<file path="src/design/snp_pkg.sv">
// constants and types for the station number positioning block
// Overview of operation
// - station positioning runs only while the method select register holds zero
// - geometry bit: 0 linear, 1 rotating with positions 0 to span minus one
// - stations per rotation accepted from 1 to 4096, default 1, evenly spaced
// - with BCD coding the stations count is limited to 1 to 1000
// - machine zero is station 0, set by the zero point event
// - station numbers rise in the forward direction up to count minus one
// - numbering bit: 0 gives stations 0..N-1, 1 gives stations 1..N
// - code bit: command inputs read as binary when 0, BCD when 1
// - binary weights 1..2048; BCD weights 1,2,4,8,10..80,100..800
// - command value is the sum of weights of inputs driven low
// - mode bit: absolute station command when 0, incremental when 1
// - absolute mode takes the decoded value as the target station
// - incremental target is the resting station plus or minus the value
// - BCD digit groups above 9, 90 or 900 raise a position error
// - absolute direction: open/open shortest, a forward, b reverse, both error
// - a start pulse launches positioning on inputs valid at that moment
package snp_pkg;
    localparam int CMD_W  = 12;
    localparam int ST_W   = 13;
    localparam int SPAN_W = 24;

    localparam logic [7:0] OFS_METHOD  = 8'h00;
    localparam logic [7:0] OFS_CONFIG  = 8'h04;
    localparam logic [7:0] OFS_FEATURE = 8'h08;
    localparam logic [7:0] OFS_NSTAT   = 8'h0c;
    localparam logic [7:0] OFS_SPAN    = 8'h10;
    localparam logic [7:0] OFS_CUR     = 8'h14;
    localparam logic [7:0] OFS_TARGET  = 8'h18;
    localparam logic [7:0] OFS_TPOS    = 8'h1c;
    localparam logic [7:0] OFS_STATUS  = 8'h20;
    localparam logic [7:0] OFS_MASK    = 8'h24;

    localparam int BIT_ROTATE  = 2;
    localparam int BIT_INCR    = 3;
    localparam int BIT_BCD     = 4;
    localparam int BIT_ONEBASE = 3;

    localparam int EV_ISSUED = 0;
    localparam int EV_ERROR  = 1;
    localparam int EV_ARRIVE = 2;
    localparam int EV_W      = 3;

    localparam logic [ST_W-1:0]   NSTAT_RST  = 13'h0001;
    localparam logic [ST_W-1:0]   NSTAT_MAX  = 13'h1000;
    localparam logic [ST_W-1:0]   NSTAT_BCD  = 13'h03e8;
    localparam logic [SPAN_W-1:0] SPAN_RST   = 24'h010000;
    localparam logic [3:0]        BCD_DIGMAX = 4'h9;
    localparam logic [ST_W-1:0]   BCD_TEN    = 13'h000a;
    localparam logic [ST_W-1:0]   BCD_HUND   = 13'h0064;

    typedef enum logic [2:0] {
        S_IDLE, S_CHECK, S_WRAP, S_SCALE
    } snp_state_t;
endpackage : snp_pkg

</file>
<file path="src/design/snp_muldiv.sv">
// sequential (a*b)/d unit: quotient and remainder after one bit per clock
module snp_muldiv #(
    parameter int AW = 13,
    parameter int BW = 24
) (
    // clock and reset
    input  wire logic          clk_sys,
    input  wire logic          rstn,
    // request
    input  wire logic          start,
    input  wire logic [AW-1:0] opA,
    input  wire logic [BW-1:0] opB,
    input  wire logic [AW-1:0] divisor,
    // answer
    output logic      [BW-1:0] quot,
    output logic      [AW-1:0] rem,
    output logic               done
);
    localparam int PW = AW + BW;
    localparam int CW = $clog2(PW + 1);

    typedef struct packed {
        logic          busy;
        logic [CW-1:0] cnt;
        logic [PW-1:0] num;
        logic [PW-1:0] q;
        logic [AW:0]   acc;
        logic [AW-1:0] d;
        logic [BW-1:0] quot;
        logic [AW-1:0] rem;
        logic          done;
    } snp_div_t;

    snp_div_t r, next_r;

    always_comb begin
        logic [AW:0] t;
        t = '0;
        next_r = r;
        next_r.done = 1'b0;
        if (start) begin
            next_r.busy = 1'b1;
            next_r.cnt  = CW'(PW);
            next_r.num  = PW'(opA) * PW'(opB);
            next_r.acc  = '0;
            next_r.q    = '0;
            next_r.d    = divisor;
        end else if (r.busy) begin
            // restoring division, msb of the product first
            t = {r.acc[AW-1:0], r.num[PW-1]};
            next_r.num = {r.num[PW-2:0], 1'b0};
            if (t >= {1'b0, r.d}) begin
                next_r.acc = t - {1'b0, r.d};
                next_r.q   = {r.q[PW-2:0], 1'b1};
            end else begin
                next_r.acc = t;
                next_r.q   = {r.q[PW-2:0], 1'b0};
            end
            next_r.cnt = r.cnt - CW'(1);
            if (r.cnt == CW'(1)) begin
                next_r.busy = 1'b0;
                next_r.done = 1'b1;
                next_r.quot = next_r.q[BW-1:0];
                next_r.rem  = next_r.acc[AW-1:0];
            end
        end
    end

    always_ff @(posedge clk_sys or negedge rstn) begin
        if (!rstn) begin
            r <= '0;
        end else begin
            r <= next_r;
        end
    end

    assign quot = r.quot;
    assign rem  = r.rem;
    assign done = r.done;
endmodule : snp_muldiv

</file>
<file path="src/design/snp_station_pos.sv">
// station number positioning: command decode, target, direction, apb registers
module snp_station_pos
    import snp_pkg::*;
#(
    parameter logic [SPAN_W-1:0] SPAN_DEFAULT = SPAN_RST
) (
    // clock and reset
    input  wire logic                      clk_sys,
    input  wire logic                      rstn,
    // apb slave
    input  wire logic                      psel,
    input  wire logic                      penable,
    input  wire logic                      pwrite,
    input  wire logic [7:0]                paddr,
    input  wire logic [31:0]               pwdata,
    output logic      [31:0]               prdata,
    output logic                           pready,
    output logic                           pslverr,
    // contact inputs, low means closed; the start pulse is high active
    input  wire logic [snp_pkg::CMD_W-1:0] stationCmdInN,
    input  wire logic                      directionSelectAN,
    input  wire logic                      directionSelectBN,
    input  wire logic                      operationStartIn,
    // servo loop events
    input  wire logic                      posDoneIn,
    input  wire logic                      zeroPointIn,
    // move request to the servo loop
    output logic      [snp_pkg::ST_W-1:0]  targetStation,
    output logic      [snp_pkg::SPAN_W-1:0] targetPos,
    output logic                           moveStart,
    output logic                           moveDirFwd,
    output logic                           posError,
    output logic                           irq
);
    import snp_pkg::*;

    typedef struct packed {
        snp_state_t        st;
        logic [2:0]        methodSel;
        logic              rotating;
        logic              incMode;
        logic              bcdCode;
        logic              oneBased;
        logic [ST_W-1:0]   nStations;
        logic [SPAN_W-1:0] span;
        logic [ST_W-1:0]   curSt;
        logic [ST_W-1:0]   tgtSt;
        logic [ST_W-1:0]   tgtOut;
        logic [CMD_W-1:0]  cmdRaw;
        logic              dirA;
        logic              dirB;
        logic [SPAN_W-1:0] tgtPos;
        logic              moveStart;
        logic              moveDirFwd;
        logic              posError;
        logic [EV_W-1:0]   status;
        logic [EV_W-1:0]   mask;
        logic              irq;
        logic              divStart;
        logic              pready;
        logic              pslverr;
        logic [31:0]       prdata;
    } snp_regs_t;

    snp_regs_t r, next_r;

    logic [SPAN_W-1:0] divQuot;
    logic [ST_W-1:0]   divRem;
    logic              divDone;
    logic [ST_W-1:0]   divA;
    logic [SPAN_W-1:0] divB;

    // one unit serves both the wrap and the scaling, so they never overlap
    assign divA = (r.st == S_WRAP) ? ST_W'(cmdValue(r.cmdRaw, r.bcdCode)) : r.tgtSt;
    assign divB = (r.st == S_WRAP) ? SPAN_W'(1) : r.span;

    snp_muldiv #(
        .AW(ST_W),
        .BW(SPAN_W)
    ) u_muldiv (
        .clk_sys(clk_sys),
        .rstn   (rstn),
        .start  (r.divStart),
        .opA    (divA),
        .opB    (divB),
        .divisor(r.nStations),
        .quot   (divQuot),
        .rem    (divRem),
        .done   (divDone)
    );

    function automatic logic [ST_W-1:0] cmdValue(input logic [CMD_W-1:0] c,
                                                 input logic bcd);
        if (bcd) begin
            cmdValue = ST_W'(c[3:0]) + ST_W'(c[7:4]) * BCD_TEN
                     + ST_W'(c[11:8]) * BCD_HUND;
        end else begin
            cmdValue = ST_W'(c);
        end
    endfunction : cmdValue

    // closed contacts count, open ones contribute nothing
    logic [CMD_W-1:0] cmdClosed;
    assign cmdClosed = ~stationCmdInN;

    logic [ST_W-1:0] cmdVal;
    logic [ST_W-1:0] base;
    logic            bcdBad;
    logic            nBad;
    assign cmdVal = cmdValue(r.cmdRaw, r.bcdCode);
    assign base   = r.oneBased ? ST_W'(1) : ST_W'(0);
    assign bcdBad = r.bcdCode && (r.cmdRaw[3:0] > BCD_DIGMAX
                 || r.cmdRaw[7:4] > BCD_DIGMAX || r.cmdRaw[11:8] > BCD_DIGMAX);
    assign nBad   = r.nStations == '0 || r.nStations > NSTAT_MAX
                 || (r.bcdCode && r.nStations > NSTAT_BCD);

    logic apbAcc;
    logic apbWr;
    logic nWrOk;
    assign apbAcc = psel && penable && !r.pready;
    assign apbWr  = psel && penable && r.pready && pwrite;
    assign nWrOk  = pwdata[ST_W-1:0] != '0 && ST_W'(pwdata[ST_W-1:0]) <= NSTAT_MAX
                 && pwdata[31:ST_W] == '0 && !(r.bcdCode && pwdata[ST_W-1:0] > NSTAT_BCD);

    always_comb begin
        logic [ST_W-1:0]  idx;
        logic [ST_W:0]    sum;
        logic [ST_W-1:0]  diff;
        logic [EV_W-1:0]  ev;
        logic             err;
        logic             fwd;
        idx  = '0;
        sum  = '0;
        diff = '0;
        ev   = '0;
        err  = 1'b0;
        fwd  = r.dirA;
        next_r = r;
        next_r.moveStart = 1'b0;
        next_r.divStart  = 1'b0;

        case (r.st)
            S_IDLE: begin
                // inputs captured at the start, later changes are ignored
                if (operationStartIn && r.methodSel == 3'h0) begin
                    next_r.st     = S_CHECK;
                    next_r.cmdRaw = cmdClosed;
                    next_r.dirA   = !directionSelectAN;
                    next_r.dirB   = !directionSelectBN;
                end
            end
            S_CHECK: begin
                err = nBad || bcdBad;
                if (!r.incMode) begin
                    err = err || (r.dirA && r.dirB);
                    err = err || cmdVal < base || cmdVal - base >= r.nStations;
                    idx = cmdVal - base;
                end else begin
                    err = err || (r.dirA == r.dirB);
                end
                if (err) begin
                    next_r.posError = 1'b1;
                    ev[EV_ERROR]    = 1'b1;
                    next_r.st       = S_IDLE;
                end else if (!r.incMode) begin
                    next_r.tgtSt = idx;
                    diff = (idx >= r.curSt) ? idx - r.curSt
                                            : idx + r.nStations - r.curSt;
                    // shortest way, ties go forward
                    if (!r.dirA && !r.dirB) begin
                        fwd = {diff, 1'b0} <= {1'b0, r.nStations};
                    end
                    next_r.moveDirFwd = fwd;
                    next_r.st         = S_SCALE;
                    next_r.divStart   = 1'b1;
                end else if (r.rotating) begin
                    next_r.st       = S_WRAP;
                    next_r.divStart = 1'b1;
                end else begin
                    // linear incremental: no wrap, leaving the range is an error
                    sum = r.dirA ? {1'b0, r.curSt} + {1'b0, cmdVal}
                                 : {1'b0, r.curSt} - {1'b0, cmdVal};
                    if (sum[ST_W] || sum[ST_W-1:0] >= r.nStations) begin
                        next_r.posError = 1'b1;
                        ev[EV_ERROR]    = 1'b1;
                        next_r.st       = S_IDLE;
                    end else begin
                        next_r.tgtSt      = sum[ST_W-1:0];
                        next_r.moveDirFwd = r.dirA;
                        next_r.st         = S_SCALE;
                        next_r.divStart   = 1'b1;
                    end
                end
            end
            S_WRAP: begin
                if (divDone) begin
                    if (r.dirA) begin
                        sum = {1'b0, r.curSt} + {1'b0, divRem};
                        if (sum >= {1'b0, r.nStations}) begin
                            sum = sum - {1'b0, r.nStations};
                        end
                    end else begin
                        sum = (r.curSt >= divRem)
                            ? {1'b0, r.curSt - divRem}
                            : {1'b0, r.curSt + r.nStations - divRem};
                    end
                    next_r.tgtSt      = sum[ST_W-1:0];
                    next_r.moveDirFwd = r.dirA;
                    next_r.st         = S_SCALE;
                    next_r.divStart   = 1'b1;
                end
            end
            S_SCALE: begin
                // even spacing: station times span over stations count
                if (divDone) begin
                    next_r.tgtPos    = divQuot;
                    next_r.moveStart = 1'b1;
                    next_r.posError  = 1'b0;
                    ev[EV_ISSUED]    = 1'b1;
                    next_r.st        = S_IDLE;
                end
            end
            default: begin
                next_r.st = S_IDLE;
            end
        endcase

        // resting station follows the servo loop; zero point wins
        if (zeroPointIn) begin
            next_r.curSt = '0;
        end else if (posDoneIn) begin
            next_r.curSt = r.tgtSt;
            ev[EV_ARRIVE] = 1'b1;
        end

        // apb: pready one cycle into the access phase, read data at that edge, writes take effect at the next one
        next_r.pready  = apbAcc;
        next_r.pslverr = 1'b0;
        next_r.prdata  = '0;
        if (apbAcc) begin
            case (paddr)
                OFS_METHOD:  next_r.prdata = 32'(r.methodSel);
                OFS_CONFIG:  next_r.prdata = 32'({r.bcdCode, r.incMode, r.rotating}) << BIT_ROTATE;
                OFS_FEATURE: next_r.prdata = 32'(r.oneBased) << BIT_ONEBASE;
                OFS_NSTAT:   next_r.prdata = 32'(r.nStations);
                OFS_SPAN:    next_r.prdata = 32'(r.span);
                OFS_CUR:     next_r.prdata = 32'(r.curSt + base);
                OFS_TARGET:  next_r.prdata = 32'(r.tgtSt + base);
                OFS_TPOS:    next_r.prdata = 32'(r.tgtPos);
                OFS_STATUS:  next_r.prdata = 32'(r.status);
                OFS_MASK:    next_r.prdata = 32'(r.mask);
                default:     next_r.pslverr = 1'b1;
            endcase
        end
        if (apbWr) begin
            case (paddr)
                OFS_METHOD:  next_r.methodSel = pwdata[2:0];
                OFS_CONFIG: begin
                    next_r.rotating = pwdata[BIT_ROTATE];
                    next_r.incMode  = pwdata[BIT_INCR];
                    next_r.bcdCode  = pwdata[BIT_BCD];
                end
                OFS_FEATURE: next_r.oneBased = pwdata[BIT_ONEBASE];
                OFS_NSTAT: begin
                    // out of range values are dropped, the old count stays
                    if (nWrOk) begin
                        next_r.nStations = pwdata[ST_W-1:0];
                    end
                end
                OFS_SPAN: begin
                    if (pwdata[SPAN_W-1:0] != '0) begin
                        next_r.span = pwdata[SPAN_W-1:0];
                    end
                end
                OFS_STATUS:  next_r.status = r.status & ~pwdata[EV_W-1:0];
                OFS_MASK:    next_r.mask = pwdata[EV_W-1:0];
                default:     next_r.status = r.status;
            endcase
        end
        // a new event beats a clear in the same cycle
        next_r.status = next_r.status | ev;
        next_r.irq    = |(next_r.status & next_r.mask);
        // user numbering kept in a flop so the output pin has no adder behind it
        next_r.tgtOut = next_r.tgtSt + (next_r.oneBased ? ST_W'(1) : ST_W'(0));
    end

    always_ff @(posedge clk_sys or negedge rstn) begin
        if (!rstn) begin
            r           <= '0;
            r.st        <= S_IDLE;
            r.nStations <= NSTAT_RST;
            r.span      <= SPAN_DEFAULT;
        end else begin
            r <= next_r;
        end
    end

    assign prdata        = r.prdata;
    assign pready        = r.pready;
    assign pslverr       = r.pslverr;
    assign targetStation = r.tgtOut;
    assign targetPos     = r.tgtPos;
    assign moveStart     = r.moveStart;
    assign moveDirFwd    = r.moveDirFwd;
    assign posError      = r.posError;
    assign irq           = r.irq;
endmodule : snp_station_pos

</file>
<file path="config.mk">
export PLATFORM = sky130hd
export DESIGN_NAME = snp_station_pos
export DESIGN_NICKNAME = d
export VERILOG_FILES = /design/src/design/snp_pkg.sv /design/src/design/snp_muldiv.sv /design/src/design/snp_station_pos.sv
export SDC_FILE = /design/constraint.sdc
export NUM_CORES = 2
export LEC_CHECK = 0
export ABC_CLOCK_PERIOD_IN_PS = 8850
export BUFFER_PORTS_ARGS = -buffer_cell sky130_fd_sc_hd__buf_2
export CORE_MARGIN = 2
export CORE_UTILIZATION = 30
export DETAILED_ROUTE_END_ITERATION = 10
export GPL_ROUTABILITY_DRIVEN = 0
export MAX_ROUTING_LAYER = met4
export RECOVER_POWER = 25
export SYNTH_ARGS = -nofsm -noshare
export SYNTH_HDL_FRONTEND = slang
export SYNTH_SLANG_ARGS = --single-unit
</file>
<file path="constraint.sdc">
create_clock -name clk_sys -period 8.85 [get_ports clk_sys]
set_input_delay 1.3275 -clock clk_sys [delete_from_list [all_inputs] [get_ports clk_sys]]
set_output_delay 1.3275 -clock clk_sys [all_outputs]
set_load 0.02 [all_outputs]
</file>
==> impl_metrics.json <==
{
  "timing.final.hold_violations": 0,
  "power_switching_mw": 2.46,
  "fmax_mhz": 119,
  "placed_cell_area_um2": 32700,
  "worst_path_max_delay_cell": "sky130_fd_sc_hd__fa_1",
  "post-place-ws_ns": 0.178,
  "antenna_found_initial": 11,
  "max_stage_delay_ns": 0.54,
  "clock_power_share": 0.274,
  "critPathKind": "flop to flop",
  "final_period_minus_worst_setup_slack_ns": 8.43,
  "cellInternalPower_mw": 3.50,
  "clock_tree.htree_level_count": 2,
  "max_cap_violations": 3,
  "final.fill_count": 10740,
  "violations": "max-capacitance violations, max-slew violations",
  "first_global_vias": 24982,
  "run_status": "finished with violations",
  "setup-violations-final": 0,
  "cts.clk_slew.worst_paths_ns": 0.07,
  "synth_sequential_area_ratio": 0.235,
  "overall_via_count_from_detail_route": 25156,
  "port_buffers": 128,
  "worstPathMaxFanout": 6,
  "ctsRootBufferMaster": "sky130_fd_sc_hd__clkbuf_16",
  "synth_seq_cells": 291,
  "final_common_cell": "sky130_fd_sc_hd__nand2_1",
  "cts-buffers-inserted": 37,
  "clkLatencyLatePin_ns": 0.59,
  "clk_path_buf_depth": 3,
  "final_min_period_over_clock_period": 0.952,
  "core_util_final": 0.334,
  "floorplan.initialDensity": 0.303,
  "crit_buf_inv": 2,
  "ys_types": 91,
  "critPathCaptureType": "flop",
  "dp_hpwl_mm": 76.0,
  "postSynthAreaPerCell_um2": 8.98,
  "num_rows": 117,
  "final.setup_skew_ns": 0.0466,
  "grtUsageTotal": 0.188,
  "power.total_mw": 5.95,
  "synth.yosys.warnings": 0,
  "grt_pass1_wl_mm": 150,
  "synthFlopType": "sky130_fd_sc_hd__dfrtp_1",
  "ir_worst_vdd_mv": 0.163,
  "synth_cells": 3450,
  "worst-slew-pin-transition_ns": 5.02,
  "required_ns": 9.32,
  "fin_ws_ns": 0.421,
  "switching_share": 0.413,
  "dieArea_um2": 106000,
  "worstPathArrival_ns": 8.90,
  "power-per-cell-area_nw_per_um2": 175,
  "post_drt_wl_per_cell_um": 20.0,
  "setup.worst_path.start_class": "flop",
  "largest_net_degree_at_the_start_of_global_routing": 138,
  "dr.pass1.iters": 6,
  "core-area_um2": 102000,
  "fp.dieW_um": 325,
  "comb_power_share": 0.484,
  "syn_area_um2": 31000,
  "ctsHoldBuffers": 0,
  "drtAntennaViolNets": 0,
  "totalWireLength_mm": 97.4,
  "timing.hold.worst.class": "flop to flop",
  "detail_route.vias_per_cell": 5.17,
  "die_height_um": 325,
  "io-pin-count": 137,
  "numClockSinks": 291,
  "area_growth_pct": 10.1,
  "worst_slew_margin": -2.35,
  "final_max_slew_violation_count": 224,
  "cts_tree": "done",
  "total_leakage_power_nw": 16.7,
  "crit_path_leading_delay_family": "adder cells",
  "drt-initial-drc-count": 2295,
  "mostFrequentLayoutCells": "sky130_fd_sc_hd__nand2_1, sky130_fd_sc_hd__inv_1, sky130_fd_sc_hd__dfrtp_1",
  "post_route_cells_drive_above_1_share": 0.109,
  "drc_errors": 0,
  "synth_async_sr_flop_share": 1.00,
  "synth_edf_count": 0,
  "final_design_area_no_fill_um2": 34100,
  "globalRoute.totalOverflow": 0,
  "final_net_count": 4069,
  "power.share.sequential": 0.241
}
==> power by group through the flow <==
stage | clock, mW | sequential (mW) | combinational, mW
floorplan | 0 | 1.43 | 2.10
CTS | 1.67 | 1.43 | 2.79
detailed placement | 0 | 1.46 | 2.77
global route | 1.72 | 1.44 | 3.23
finish | 1.63 | 1.44 | 2.88
global placement | 0 | 1.46 | 2.73
==> kinds of logic (layout without fill, tap and decap cells) <==
group,after synthesis,after routing,synth area share
buf+inv,631,665,0.0855
fa+ha+maj,545,545,0.287
mux,184,184,0.0626
other cells,1,19,0.000121
xor+xnor,147,147,0.0418
compound gates,624,624,0.134
simple gates,1027,1027,0.154
flops,291,291,0.235
==> final cells by class <==
type,instances,area [um^2],share of cell area
antenna,11,27.5,0.000807
timing repair buffer,175,991,0.0290
sequential,291,7290,0.214
tap,1368,1710,0.0502
multi-input combinational,2535,21200,0.622
inverter,422,1580,0.0464
clock inverter,23,287,0.00840
clock buffer,45,1020,0.0298
==> per-layer routing <==
layer	vias up	global-route usage	share of wire
met2	1039	0.269	0.42
met5	-	-	0
met1	12453	0.255	0.45
met4	0	0.0583	0.033
met3	169	0.0529	0.11
li1	11495	-	-
==> synthesized netlist by cell type (all sizes together), types with 44 or more instances <==
cell | number | area (um^2)
nand2 | 451 | 1690
inv | 420 | 1580
dfrtp | 289 | 7230
fa | 277 | 5550
ha | 268 | 3350
nor2 | 183 | 687
o21ai | 171 | 856
a21oi | 134 | 674
clkbuf | 123 | 462
mux2i | 106 | 1060
and2 | 105 | 657
xnor2 | 92 | 813
buf | 86 | 604
mux2 | 78 | 878
nand3 | 57 | 295
xor2 | 55 | 482
a21o | 51 | 383
nor3 | 44 | 220
==> sequential cells by signal, indices dropped and copies added, names as in the netlist <==
name           count
prdata            24
u_muldiv.done      1
targetStation     13
posError           1
u_muldiv.r        93
u_muldiv.rem      13
u_muldiv.quot     24
targetPos         24
pready             1
pslverr            1
moveStart          1
r                 93
moveDirFwd         1
irq                1
==> path summary, 6_finish.rpt <==
kind | startpoint | to | slack (ns) | cells past startpoint
setup / recovery | r[76] | u_muldiv.r[135] | 0.42 | 31
hold / removal | u_muldiv.quot[4] | u_muldiv.quot[4] | 0.48 | 2
setup reg to reg | r[76] | u_muldiv.r[135] | 0.42 | 31
hold reg to reg | u_muldiv.quot[4] | u_muldiv.quot[4] | 0.48 | 2
max in group asynchronous | rstn | u_muldiv.r[118] | 3.39 | 1
min in group asynchronous | rstn | u_muldiv.quot[22] | 2.56 | 1
==> metrics by stage <==
step | std cells | setup TNS, ns | hold WS [ns]
CTS | 4858 | 0 | 0.478
finish | 4870 | 0 | 0.476
global placement | 4790 | 0 | 0.456
detailed placement | 4790 | 0 | 0.460
global route | 4869 | -0.0156 | 0.491
floorplan | 3457 | 0 | 0.438
==> tightest hold or removal path, cell delays in order, from the launching register on <==
cell	delay [ns]
sky130_fd_sc_hd__dfrtp_1	0.34
sky130_fd_sc_hd__nand2_1	0.05
sky130_fd_sc_hd__nand2_1	0.05
==> what timing repair did <==
action | CTS | global route
buffers inserted | 0 | 1
resized for setup | 0 | 17
endpoints found under the setup margin | 0 | 19
Power figures use the tool's default switching activity.
